## config.mk

```make
export PLATFORM = sky130hd
export DESIGN_NAME = cpwm_top
export DESIGN_NICKNAME = d
export VERILOG_FILES = /design/src/common/cpwm_pkg.sv /design/src/logic/cpwm_top.sv /design/src/logic/cpwm_clk_src.sv /design/src/logic/cpwm_phase.sv
export SDC_FILE = /design/constraint.sdc
export NUM_CORES = 1
export LEC_CHECK = 0
export BUFFER_PORTS_ARGS = -buffer_cell sky130_fd_sc_hd__buf_2
export CORE_MARGIN = 5
export CORE_UTILIZATION = 40
export DETAILED_ROUTE_END_ITERATION = 7
export PLACE_DENSITY_LB_ADDON = 0.12
export RECOVER_POWER = 100
export SLEW_MARGIN = 20
export SYNTH_ARGS = -nofsm -noshare
export SYNTH_HDL_FRONTEND = slang
export SYNTH_SLANG_ARGS = --single-unit
```

## constraint.sdc

```tcl
create_clock -name clk_i -period 3.4 [get_ports clk_i]
set_input_delay 0.68 -clock clk_i [delete_from_list [all_inputs] [get_ports clk_i]]
set_output_delay 0.68 -clock clk_i [all_outputs]
set_load 0.1 [all_outputs]
```

## src/common/cpwm_pkg.sv

```systemverilog
// constants and register map of the complementary pwm timer
// What this block does
// - compare matches can start the converter
// - trigger select register routes chosen matches
// - three normal and three counter-phase outputs
// - count source: divided clock or oscillators
// - external count pin, edge chosen by software
// - counter a reaching period starts down count
// - counter b underflow restarts up count
// - period is twice (m+2-p) source cycles
// - dead time is p loaded into counter
// - normal-phase active twice (m-n-p+1) cycles
// - counter-phase active twice (n+1-p) cycles
// - period value from period compare
// - duty values from three phase compares
// - both run bits set starts counting
// - manual stop enable lets zero stop
// - stopped outputs show initial levels
// - period latched when counting starts
// - each phase has two separate pins
// - request on compare match and underflow
package cpwm_pkg;
  localparam int CNT_W = 16;
  localparam int PHASES = 3;
  localparam int ADR_W = 8;
  localparam int DAT_W = 32;
  localparam int PRE_W = 5;
  // register byte offsets
  localparam logic [7:0] ADR_START = 8'h00;
  localparam logic [7:0] ADR_CH0_CTRL = 8'h04;
  localparam logic [7:0] ADR_CH1_CTRL = 8'h08;
  localparam logic [7:0] ADR_FUNC = 8'h0c;
  localparam logic [7:0] ADR_ADC_SEL = 8'h10;
  localparam logic [7:0] ADR_CNT_A = 8'h14;
  localparam logic [7:0] ADR_CNT_B = 8'h18;
  localparam logic [7:0] ADR_PERIOD = 8'h1c;
  localparam logic [7:0] ADR_DUTY1 = 8'h20;
  localparam logic [7:0] ADR_DUTY2 = 8'h24;
  localparam logic [7:0] ADR_DUTY3 = 8'h28;
  localparam logic [7:0] ADR_STATUS = 8'h2c;
  // start_control fields
  localparam int RUN0_BIT = 0;
  localparam int RUN1_BIT = 1;
  localparam int MSTOP_BIT = 2;
  // channel control fields
  localparam int SRC_LSB = 0;
  localparam int SRC_W = 3;
  localparam int EDGE_LSB = 3;
  localparam int EDGE_W = 2;
  // function_control fields
  localparam int NINIT_BIT = 0;
  localparam int CINIT_BIT = 1;
  // adc trigger select: one bit per compare source
  localparam int ADC_W = 4;
  localparam int ADC_A_PERIOD = 0;
  localparam int ADC_A_DUTY1 = 1;
  localparam int ADC_B_DUTY2 = 2;
  localparam int ADC_B_DUTY3 = 3;
  // count source codes
  localparam logic [2:0] SRC_DIV1 = 3'h0;
  localparam logic [2:0] SRC_DIV2 = 3'h1;
  localparam logic [2:0] SRC_DIV4 = 3'h2;
  localparam logic [2:0] SRC_DIV8 = 3'h3;
  localparam logic [2:0] SRC_DIV32 = 3'h4;
  localparam logic [2:0] SRC_EXT = 3'h5;
  localparam logic [2:0] SRC_FAST = 3'h6;
  localparam logic [2:0] SRC_FAST_DIV = 3'h7;
  localparam logic [4:0] MASK_DIV2 = 5'h01;
  localparam logic [4:0] MASK_DIV4 = 5'h03;
  localparam logic [4:0] MASK_DIV8 = 5'h07;
  localparam logic [4:0] MASK_DIV32 = 5'h1f;
  // external edge codes
  localparam logic [1:0] EDGE_RISE = 2'h0;
  localparam logic [1:0] EDGE_FALL = 2'h1;
  localparam logic [15:0] CNT_ZERO = 16'h0000;
  localparam logic [15:0] CNT_MAX = 16'hffff;
endpackage

```

## src/logic/cpwm_top.sv

```systemverilog
// complementary pwm timer top: wishbone registers, counter pair, triggers
module cpwm_top #(
  parameter int CNT_W = 16
) (
  // clock and reset
  input wire logic clk_i,
  input wire logic rst_i,
  // wishbone slave
  input wire logic wb_cyc_i,
  input wire logic wb_stb_i,
  input wire logic wb_we_i,
  input wire logic [7:0] wb_adr_i,
  input wire logic [31:0] wb_dat_i,
  input wire logic [3:0] wb_sel_i,
  output logic [31:0] wb_dat_o,
  output logic wb_ack_o,
  // count sources
  input wire logic fast_osc_clock_i,
  input wire logic fast_osc_divided_clock_i,
  input wire logic ext_count_clock_pin_i,
  // pwm pins, bit k is phase k+1
  output logic [2:0] phase_normal_o,
  output logic [2:0] phase_counter_o,
  // converter start and event requests
  output logic adc_trigger_o,
  output logic compare_req_o,
  output logic underflow_req_o
);
  // the register map and the pin ports are laid out for the package sizes only
  if (CNT_W != cpwm_pkg::CNT_W) begin : g_bad_cnt_w
    $error("cpwm_top: counter width must match package width");
  end
  if (cpwm_pkg::PHASES != 3) begin : g_bad_phases
    $error("cpwm_top: the pin ports carry exactly three phases");
  end

  logic [2:0] start_r, start_nxt;
  logic [4:0] ch0_r, ch0_nxt;
  logic [4:0] ch1_r, ch1_nxt;
  logic [1:0] func_r, func_nxt;
  logic [cpwm_pkg::ADC_W-1:0] adc_sel_r, adc_sel_nxt;
  logic [CNT_W-1:0] cnt_a_r, cnt_a_nxt;
  logic [CNT_W-1:0] cnt_b_r, cnt_b_nxt;
  logic [CNT_W-1:0] period_r, period_nxt;
  logic [CNT_W-1:0] period_lat_r, period_lat_nxt;
  logic [CNT_W-1:0] duty_r [cpwm_pkg::PHASES];
  logic [CNT_W-1:0] duty_nxt [cpwm_pkg::PHASES];
  logic down_r, down_nxt;
  logic ack_r, ack_nxt;
  logic [31:0] rdat_r, rdat_nxt;
  logic adc_r, adc_nxt;
  logic cmp_req_r, cmp_req_nxt;
  logic unf_req_r, unf_req_nxt;

  logic running, tick, req, wr, wlo, whi;
  logic turn_down, turn_up, cnt_a_wr, cnt_b_wr;
  logic [cpwm_pkg::ADC_W-1:0] match;

  // a request is taken while ack is low; a write commits at the ack edge,
  // where the master still holds address, lanes and data
  assign req = wb_cyc_i & wb_stb_i & ~ack_r;
  assign wr = wb_cyc_i & wb_stb_i & wb_we_i & ack_r;
  assign wlo = wb_sel_i[0];
  assign whi = wb_sel_i[1];

  assign running = start_r[cpwm_pkg::RUN0_BIT] & start_r[cpwm_pkg::RUN1_BIT];

  // channel 1 field is kept but channel 0 drives the pair
  cpwm_clk_src u_src (
    .clk_i(clk_i),
    .rst_i(rst_i),
    .src_sel_i(ch0_r[cpwm_pkg::SRC_LSB +: cpwm_pkg::SRC_W]),
    .edge_sel_i(ch0_r[cpwm_pkg::EDGE_LSB +: cpwm_pkg::EDGE_W]),
    .fast_osc_clock_i(fast_osc_clock_i),
    .fast_osc_divided_clock_i(fast_osc_divided_clock_i),
    .ext_count_clock_pin_i(ext_count_clock_pin_i),
    .tick_o(tick)
  );

  // match on the tick where values are equal
  assign match[cpwm_pkg::ADC_A_PERIOD] = cnt_a_r == period_lat_r;
  assign match[cpwm_pkg::ADC_A_DUTY1] = cnt_a_r == duty_r[0];
  assign match[cpwm_pkg::ADC_B_DUTY2] = cnt_b_r == duty_r[1];
  assign match[cpwm_pkg::ADC_B_DUTY3] = cnt_b_r == duty_r[2];

  // merge a write with the byte lanes, keeping unselected bytes
  function automatic logic [15:0] merge16(input logic [15:0] old_v);
    merge16 = {whi ? wb_dat_i[15:8] : old_v[15:8], wlo ? wb_dat_i[7:0] : old_v[7:0]};
  endfunction

  always_comb begin
    start_nxt = start_r;
    ch0_nxt = ch0_r;
    ch1_nxt = ch1_r;
    func_nxt = func_r;
    adc_sel_nxt = adc_sel_r;
    period_nxt = period_r;
    duty_nxt = duty_r;
    if (wr && wlo) begin
      unique case (wb_adr_i)
        cpwm_pkg::ADR_START: begin
          start_nxt[cpwm_pkg::MSTOP_BIT] = wb_dat_i[cpwm_pkg::MSTOP_BIT];
          // zero stops only with manual stop enable
          if (wb_dat_i[cpwm_pkg::RUN0_BIT] || start_r[cpwm_pkg::MSTOP_BIT]) begin
            start_nxt[cpwm_pkg::RUN0_BIT] = wb_dat_i[cpwm_pkg::RUN0_BIT];
          end
          if (wb_dat_i[cpwm_pkg::RUN1_BIT] || start_r[cpwm_pkg::MSTOP_BIT]) begin
            start_nxt[cpwm_pkg::RUN1_BIT] = wb_dat_i[cpwm_pkg::RUN1_BIT];
          end
        end
        cpwm_pkg::ADR_CH0_CTRL: ch0_nxt = wb_dat_i[4:0];
        cpwm_pkg::ADR_CH1_CTRL: ch1_nxt = wb_dat_i[4:0];
        cpwm_pkg::ADR_FUNC: func_nxt = wb_dat_i[1:0];
        cpwm_pkg::ADR_ADC_SEL: adc_sel_nxt = wb_dat_i[cpwm_pkg::ADC_W-1:0];
        default: begin
        end
      endcase
    end
    if (wr) begin
      unique case (wb_adr_i)
        cpwm_pkg::ADR_PERIOD: period_nxt = merge16(period_r);
        cpwm_pkg::ADR_DUTY1: duty_nxt[0] = merge16(duty_r[0]);
        cpwm_pkg::ADR_DUTY2: duty_nxt[1] = merge16(duty_r[1]);
        cpwm_pkg::ADR_DUTY3: duty_nxt[2] = merge16(duty_r[2]);
        default: begin
        end
      endcase
    end
  end

  // turn down at period
  // the match only sets the direction: both counters still step up once more,
  // and that top state belongs to the period
  assign turn_down = ~down_r & match[cpwm_pkg::ADC_A_PERIOD];
  assign turn_up = down_r & (cnt_b_r == cpwm_pkg::CNT_ZERO);
  // counters accept software writes only while stopped
  assign cnt_a_wr = wr & (wb_adr_i == cpwm_pkg::ADR_CNT_A);
  assign cnt_b_wr = wr & (wb_adr_i == cpwm_pkg::ADR_CNT_B);

  // counter pair and direction
  always_comb begin
    cnt_a_nxt = cnt_a_r;
    cnt_b_nxt = cnt_b_r;
    down_nxt = down_r;
    period_lat_nxt = period_lat_r;
    unf_req_nxt = 1'b0;
    cmp_req_nxt = 1'b0;
    adc_nxt = 1'b0;
    if (!running) begin
      period_lat_nxt = period_r;
      down_nxt = 1'b0;
      // dead time loaded into counter a while stopped
      if (cnt_a_wr) begin
        cnt_a_nxt = merge16(cnt_a_r);
      end
      if (cnt_b_wr) begin
        cnt_b_nxt = merge16(cnt_b_r);
      end
    end else if (tick) begin
      cmp_req_nxt = |match;
      adc_nxt = |(match & adc_sel_r);
      if (down_r) begin
        cnt_a_nxt = cnt_a_r - 1'b1;
        cnt_b_nxt = cnt_b_r - 1'b1;
      end else begin
        cnt_a_nxt = cnt_a_r + 1'b1;
        cnt_b_nxt = cnt_b_r + 1'b1;
      end
      if (turn_down) begin
        down_nxt = 1'b1;
      end
      if (turn_up) begin
        down_nxt = 1'b0;
        unf_req_nxt = 1'b1;
      end
    end
  end

  // bus answer: ack one cycle after the request, zero for unmapped offsets
  always_comb begin
    ack_nxt = req;
    rdat_nxt = 32'h00000000;
    unique case (wb_adr_i)
      cpwm_pkg::ADR_START: rdat_nxt = {29'h0, start_r};
      cpwm_pkg::ADR_CH0_CTRL: rdat_nxt = {27'h0, ch0_r};
      cpwm_pkg::ADR_CH1_CTRL: rdat_nxt = {27'h0, ch1_r};
      cpwm_pkg::ADR_FUNC: rdat_nxt = {30'h0, func_r};
      cpwm_pkg::ADR_ADC_SEL: rdat_nxt = {28'h0, adc_sel_r};
      cpwm_pkg::ADR_CNT_A: rdat_nxt = {16'h0, cnt_a_r};
      cpwm_pkg::ADR_CNT_B: rdat_nxt = {16'h0, cnt_b_r};
      cpwm_pkg::ADR_PERIOD: rdat_nxt = {16'h0, period_r};
      cpwm_pkg::ADR_DUTY1: rdat_nxt = {16'h0, duty_r[0]};
      cpwm_pkg::ADR_DUTY2: rdat_nxt = {16'h0, duty_r[1]};
      cpwm_pkg::ADR_DUTY3: rdat_nxt = {16'h0, duty_r[2]};
      cpwm_pkg::ADR_STATUS: rdat_nxt = {30'h0, down_r, running};
      default: rdat_nxt = 32'h00000000;
    endcase
  end

  always_ff @(posedge clk_i) begin
    if (rst_i) begin
      start_r <= '0;
      ch0_r <= '0;
      ch1_r <= '0;
      func_r <= '0;
      adc_sel_r <= '0;
      cnt_a_r <= '0;
      cnt_b_r <= '0;
      period_r <= '0;
      period_lat_r <= '0;
      duty_r <= '{default: '0};
      down_r <= 1'b0;
      ack_r <= 1'b0;
      rdat_r <= '0;
      adc_r <= 1'b0;
      cmp_req_r <= 1'b0;
      unf_req_r <= 1'b0;
    end else begin
      start_r <= start_nxt;
      ch0_r <= ch0_nxt;
      ch1_r <= ch1_nxt;
      func_r <= func_nxt;
      adc_sel_r <= adc_sel_nxt;
      cnt_a_r <= cnt_a_nxt;
      cnt_b_r <= cnt_b_nxt;
      period_r <= period_nxt;
      period_lat_r <= period_lat_nxt;
      duty_r <= duty_nxt;
      down_r <= down_nxt;
      ack_r <= ack_nxt;
      rdat_r <= rdat_nxt;
      adc_r <= adc_nxt;
      cmp_req_r <= cmp_req_nxt;
      unf_req_r <= unf_req_nxt;
    end
  end

  for (genvar k = 0; k < cpwm_pkg::PHASES; k++) begin : g_phase
    cpwm_phase #(.CNT_W(CNT_W)) u_phase (
      .clk_i(clk_i),
      .rst_i(rst_i),
      .running_i(running),
      .down_i(down_r),
      .cnt_a_i(cnt_a_r),
      .cnt_b_i(cnt_b_r),
      .duty_i(duty_r[k]),
      .normal_init_i(func_r[cpwm_pkg::NINIT_BIT]),
      .counter_init_i(func_r[cpwm_pkg::CINIT_BIT]),
      .normal_o(phase_normal_o[k]),
      .counter_o(phase_counter_o[k])
    );
  end

  assign wb_ack_o = ack_r;
  assign wb_dat_o = rdat_r;
  assign adc_trigger_o = adc_r;
  assign compare_req_o = cmp_req_r;
  assign underflow_req_o = unf_req_r;
endmodule // cpwm_top

```

## src/logic/cpwm_clk_src.sv

```systemverilog
// count source selection: prescaler, oscillator and external edge ticks
module cpwm_clk_src (
  // clock and reset
  input wire logic clk_i,
  input wire logic rst_i,
  // selection
  input wire logic [2:0] src_sel_i,
  input wire logic [1:0] edge_sel_i,
  // source inputs
  input wire logic fast_osc_clock_i,
  input wire logic fast_osc_divided_clock_i,
  input wire logic ext_count_clock_pin_i,
  // one-cycle count enable
  output logic tick_o
);
  logic [cpwm_pkg::PRE_W-1:0] pre_r, pre_nxt;
  logic fast_r, fast_nxt;
  logic fdiv_r, fdiv_nxt;
  logic ext_r, ext_nxt;
  logic ext_rise, ext_fall;

  always_comb begin
    pre_nxt = pre_r + 1'b1;
    fast_nxt = fast_osc_clock_i;
    fdiv_nxt = fast_osc_divided_clock_i;
    ext_nxt = ext_count_clock_pin_i;
  end

  always_ff @(posedge clk_i) begin
    if (rst_i) begin
      pre_r <= '0;
      fast_r <= 1'b0;
      fdiv_r <= 1'b0;
      ext_r <= 1'b0;
    end else begin
      pre_r <= pre_nxt;
      fast_r <= fast_nxt;
      fdiv_r <= fdiv_nxt;
      ext_r <= ext_nxt;
    end
  end

  assign ext_rise = ext_count_clock_pin_i & ~ext_r;
  assign ext_fall = ~ext_count_clock_pin_i & ext_r;

  always_comb begin
    unique case (src_sel_i)
      cpwm_pkg::SRC_DIV1: tick_o = 1'b1;
      cpwm_pkg::SRC_DIV2: tick_o = (pre_r & cpwm_pkg::MASK_DIV2) == cpwm_pkg::MASK_DIV2;
      cpwm_pkg::SRC_DIV4: tick_o = (pre_r & cpwm_pkg::MASK_DIV4) == cpwm_pkg::MASK_DIV4;
      cpwm_pkg::SRC_DIV8: tick_o = (pre_r & cpwm_pkg::MASK_DIV8) == cpwm_pkg::MASK_DIV8;
      cpwm_pkg::SRC_DIV32: tick_o = (pre_r & cpwm_pkg::MASK_DIV32) == cpwm_pkg::MASK_DIV32;
      cpwm_pkg::SRC_EXT: begin
        if (edge_sel_i == cpwm_pkg::EDGE_RISE) begin
          tick_o = ext_rise;
        end else if (edge_sel_i == cpwm_pkg::EDGE_FALL) begin
          tick_o = ext_fall;
        end else begin
          tick_o = ext_rise | ext_fall;
        end
      end
      cpwm_pkg::SRC_FAST: tick_o = fast_osc_clock_i & ~fast_r;
      cpwm_pkg::SRC_FAST_DIV: tick_o = fast_osc_divided_clock_i & ~fdiv_r;
    endcase
  end
endmodule // cpwm_clk_src

```

## src/logic/cpwm_phase.sv

```systemverilog
// one phase: normal and counter-phase outputs with dead time
module cpwm_phase #(
  parameter int CNT_W = 16
) (
  // clock and reset
  input wire logic clk_i,
  input wire logic rst_i,
  // counter state
  input wire logic running_i,
  input wire logic down_i,
  input wire logic [CNT_W-1:0] cnt_a_i,
  input wire logic [CNT_W-1:0] cnt_b_i,
  input wire logic [CNT_W-1:0] duty_i,
  // levels
  input wire logic normal_init_i,
  input wire logic counter_init_i,
  // pins
  output logic normal_o,
  output logic counter_o
);
  logic normal_r, normal_nxt;
  logic counter_r, counter_nxt;
  logic n_act, c_act;

  if (CNT_W < 2) begin : g_bad_cnt_w
    $error("cpwm_phase: counter width too small");
  end

  // normal-phase width
  // a pin changes one tick after its match: counting up the match value is
  // still on the old side, and counting down it is still on the old side too
  // counter b all ones is the underflow step, which belongs to the low side
  assign n_act = down_i ? (cnt_b_i >= duty_i) :
    ((cnt_b_i > duty_i) && (cnt_b_i != {CNT_W{1'b1}}));
  // dead time gap
  // counter a leads counter b by p, so the two windows are p apart
  assign c_act = down_i ? (cnt_a_i < duty_i) : (cnt_a_i <= duty_i);

  always_comb begin
    if (running_i) begin
      normal_nxt = n_act ? ~normal_init_i : normal_init_i;
      counter_nxt = c_act ? ~counter_init_i : counter_init_i;
    end else begin
      normal_nxt = normal_init_i;
      counter_nxt = counter_init_i;
    end
  end

  always_ff @(posedge clk_i) begin
    if (rst_i) begin
      normal_r <= 1'b0;
      counter_r <= 1'b0;
    end else begin
      normal_r <= normal_nxt;
      counter_r <= counter_nxt;
    end
  end

  assign normal_o = normal_r;
  assign counter_o = counter_r;
endmodule // cpwm_phase

```

==> Flow_metrics.wiki <==
{| class="wikitable"
! Metric !! Value
|-
| Fraction of power consumed by combinational cells || under 10%
|-
| Maxcap violations || 1
|-
| Leftover overflow at the end of global routing || 0
|-
| Total wirelength of the detailed-routed design || slightly below 40000 um
|-
| # Post-CTS Setup Buffers || 0
|-
| Hold Path Class || input port to flip-flop
|-
| Area used by sequential logic in the layout || between 3000 and 4000 um^2
|-
| Arrival time reported for the critical path endpoint || 3300 ps
|-
| Final worst path period need || approximately 3000 ps
|-
| Setup crit end kind || flip-flop
|-
| Post-cts resize count || 0
|-
| Critical path start-end classification || flip-flop to flip-flop
|-
| First-pass GRT wire length || slightly below 60000 um
|-
| Power Total || around 4200 uW
|-
| Switch Pwr || 1190 uW
|-
| Number of H-tree levels || 4
|-
| CTS tree || built
|-
| Highest attainable clock frequency || 0.339 GHz
|-
| Total power per unit cell area || about 340 nW/um^2
|-
| Setup clock skew after layout || ~14 ps
|-
| Highest net fanout along the worst path || 23
|-
| Commonest non-fill, non-tap cells in the layout || nand2_1 (181), a21oi_1 (174), dfxtp_1 (166)
|-
| Switching fraction of total power || 28.6%
|-
| Total count of max-transition violations in the final report || 37
|-
| Highest layer used for signal routing || met4
|-
| Vias per Instance || between 5 and 6
|-
| Initial core utilization || between 40% and 50%
|-
| Number of I/O port buffers || slightly below 60
|-
| Startpoint Class || flip-flop
|-
| Cells after synthesis || about 1400
|-
| Synth area leader || dfxtp_1
|-
| Fraction of power consumed by the clock network || a little under half
|-
| TritonCTS buffer count || 17
|-
| Setup TNS || 0 ps
|-
| Met2 WL post-DR || 17600 um
|-
| Number of synthesized flops with an enable pin || 0
|-
| Rows || about 60
|-
| Area of the die || approximately 31000 um^2
|-
| Startpoint of the tightest hold check path || wb_stb_i
|-
| Async S/R FF share, synth || 0%
|-
| Area growth, synth to finish || 10.2%
|-
| Latest clock arrival within the worst-skew pair || around 450 ps
|-
| Number of synthesized register bits || approximately 170
|-
| Standby leakage power || ~0.0050 uW
|-
| Endpoints failing setup || 0
|-
| Number of antenna violations at the first check in global routing || 0
|-
| Result of the run || complete, but fails checks
|-
| Routed wire length per instance || approximately 21 um
|-
| Distinct cells, synth || 84
|-
| Fraction of layout cells with a size suffix above 1 || between 9 and 10%
|-
| Pin count of the biggest net entering global routing || between 50 and 60
|-
| Total number of vias || roughly 11000
|-
| Post-CTS clock slew at the launch and capture registers of the worst setup and hold paths || 80 ps
|-
| Number of hold violations in the final report || 0
|-
| Post-route antenna net violation count || 0
|-
| Sinks on Clock Net || 166
|-
| First drt pass iteration count || 8
|-
| Antenna diode count || 0
|-
| Die Y-Extent || 177 um
|-
| Number of remaining DRC errors || 0
|-
| Leading cell types by total area after synthesis || dfxtp_1 (30%), ha_1 (14%), a21oi_1 (7.8%)
|-
| Actual slew at the worst max-slew pin || 2090 ps
|-
| Die Width || approximately 180 um
|-
| Leading cell type in the layout, fill and taps excluded || nand2_1
|-
| Final period utilization || 86.8%
|-
| DPL Wire Length || ~29000 um
|-
| Final hold slack || 448 ps
|-
| Seq pwr share || between 40 and 50%
|-
| Met3 layer wire length in the routed design || about 2000 um
|-
| Clock tree root driver cell || clkbuf_16
|-
| Aggregate global-route resource usage || roughly 24%
|-
| Routability cong. || approximately 0.90
|-
| Hold buffers post-CTS || 0
|-
| Number of warnings reported in the yosys synthesis log || 0
|-
| Post-synth top flop || dfxtp_1
|-
| Largest voltage drop on the vdd net || approximately 0.00023 V
|-
| Synth top area share || 29.6%
|-
| Clock tree buffer depth || 2
|-
| Vias in the first global route || 9708
|-
| Internal power of the cells || roughly 3000 uW
|-
| Area of the mapped netlist || roughly 11000 um^2
|-
| Worst setup path startpoint || down_r$_SDFFE_PP0P_
|-
| Standard cell core area || around 28000 um^2
|-
| Number of filler instances in the final layout || around 2900
|-
| I/O Pins || 94
|-
| Post-Route M1 WL || approximately 18000 um
|-
| Synthesized area per cell || a little over 8 um^2
|-
| Max-slew headroom at the worst pin || -39.6%
|-
| Failing checks || capacitance limit, slew limit
|-
| Area used by multi-input combinational logic || slightly above 7000 um^2
|-
| Seq/Total Area, Yosys || between 20% and 30%
|-
| Reg-to-Reg Start || down_r$_SDFFE_PP0P_
|-
| Required time of the critical path || approximately 3800 ps
|-
| Final nets || between 1500 and 2000
|-
| Number of violations reported at the end of detailed-routing iteration 0 || around 910
|-
| RSZ-0062 raised after global routing || false
|-
| Final core utilization || between 40% and 50%
|}
## per-layer routing
layer | vias up | GRT usage, %
met4 | 0 | 7.90
li1 | 5109 | -
met2 | 338 | 39.1
met1 | 5006 | 34.2
met3 | 62 | 2.96
met5 | - | 0
## cells by family (layout without fill, tap and decap cells)
group           count (synthesis)  count (layout)  synth area share (%)
compound gates                390             390                  22.8
mux                            33              33                  3.11
flops                         166             166                  29.6
simple gates                  475             475                  20.7
xor+xnor                       35              35                  2.73
fa+ha+maj                     131             131                  14.7
buf+inv                       150             190                  6.32
other cells                     1              16                0.0334
## layout make-up
class / count / share of cell area (%)
Clock buffer: 17 / 3.44
Clock inverter: 15 / 1.24
Inverter: 58 / 1.76
Multi-Input combinational cell: 1080 / 58.2
Sequential cell: 166 / 26.9
Tap cell: 378 / 3.82
Timing Repair Buffer: 100 / 4.68
## synth_stat cells (13+ instances only)
cell type and instances:
a21o_1 19, a21oi_1 174, a22oi_1 15, a31oi_1 18, buf_2 18, buf_4 23, clkbuf_1 41, dfxtp_1 166
ha_1 129, inv_1 57, mux2i_1 27, nand2_1 181, nand3_1 81, nand4_1 33, nor2_1 76, nor2b_1 15
nor3_1 13, nor4_1 13, o211ai_1 13, o21ai_0 43, xor2_1 26
## state kept, by name, summed over array words and instances (netlist names)
register                   count
duty_r                        48
cnt_a_r                       16
cnt_b_r                       16
period_lat_r                  16
period_r                      16
wb_dat_o                      16
ch0_r                          5
ch1_r                          5
u_src.pre_r                    5
adc_sel_r                      4
g_phase.u_phase.counter_o      3
g_phase.u_phase.normal_o       3
start_r                        3
func_r                         2
adc_trigger_o                  1
compare_req_o                  1
down_r                         1
u_src.ext_r                    1
u_src.fast_r                   1
u_src.fdiv_r                   1
underflow_req_o                1
wb_ack_o                       1
## through the flow
step / instances / setup WS [ps] / instance area [um^2]
after detailed placement: 1782 / 606 / 11900
final: 1814 / 450 / 12400
after floorplan: 1396 / 457 / 11300
after global placement: 1782 / 662 / 11900
after CTS: 1814 / 699 / 12500
after global routing: 1814 / 284 / 12400
## power by group through the flow
stage / Clock (uW) / Combinational (uW) / Sequential (uW)
2_1_floorplan: 0 / 166 / 2000
3_3_place_gp: 0 / 235 / 2000
3_5_place_dp: 0 / 236 / 2000
4_1_cts: 2000 / 237 / 1950
5_1_grt: 2080 / 242 / 1950
6_report: 1970 / 232 / 1950
## path summary, 6_finish.rpt
| kind | to | slack (ps) | cells past startpoint |
|---|---|---|---|
| hold reg to reg | wb_ack_o$_SDFF_PP0_ | 450 | 1 |
| hold / removal | wb_ack_o$_SDFF_PP0_ | 450 | 3 |
| setup reg to reg | cnt_b_r[11]$_SDFFE_PP0P_ | 450 | 8 |
| setup / recovery | cnt_b_r[11]$_SDFFE_PP0P_ | 450 | 8 |
## worst max-delay path, cell delays in order, from the launching register on
cell       delay [ps]
dfxtp_1           340
clkbuf_2          460
ha_1              390
a2111oi_0         390
o21ai_0           260
a31oi_1           470
xnor2_1           170
nand2_1            90
a311oi_2          280
Power figures use the tool's default switching activity.
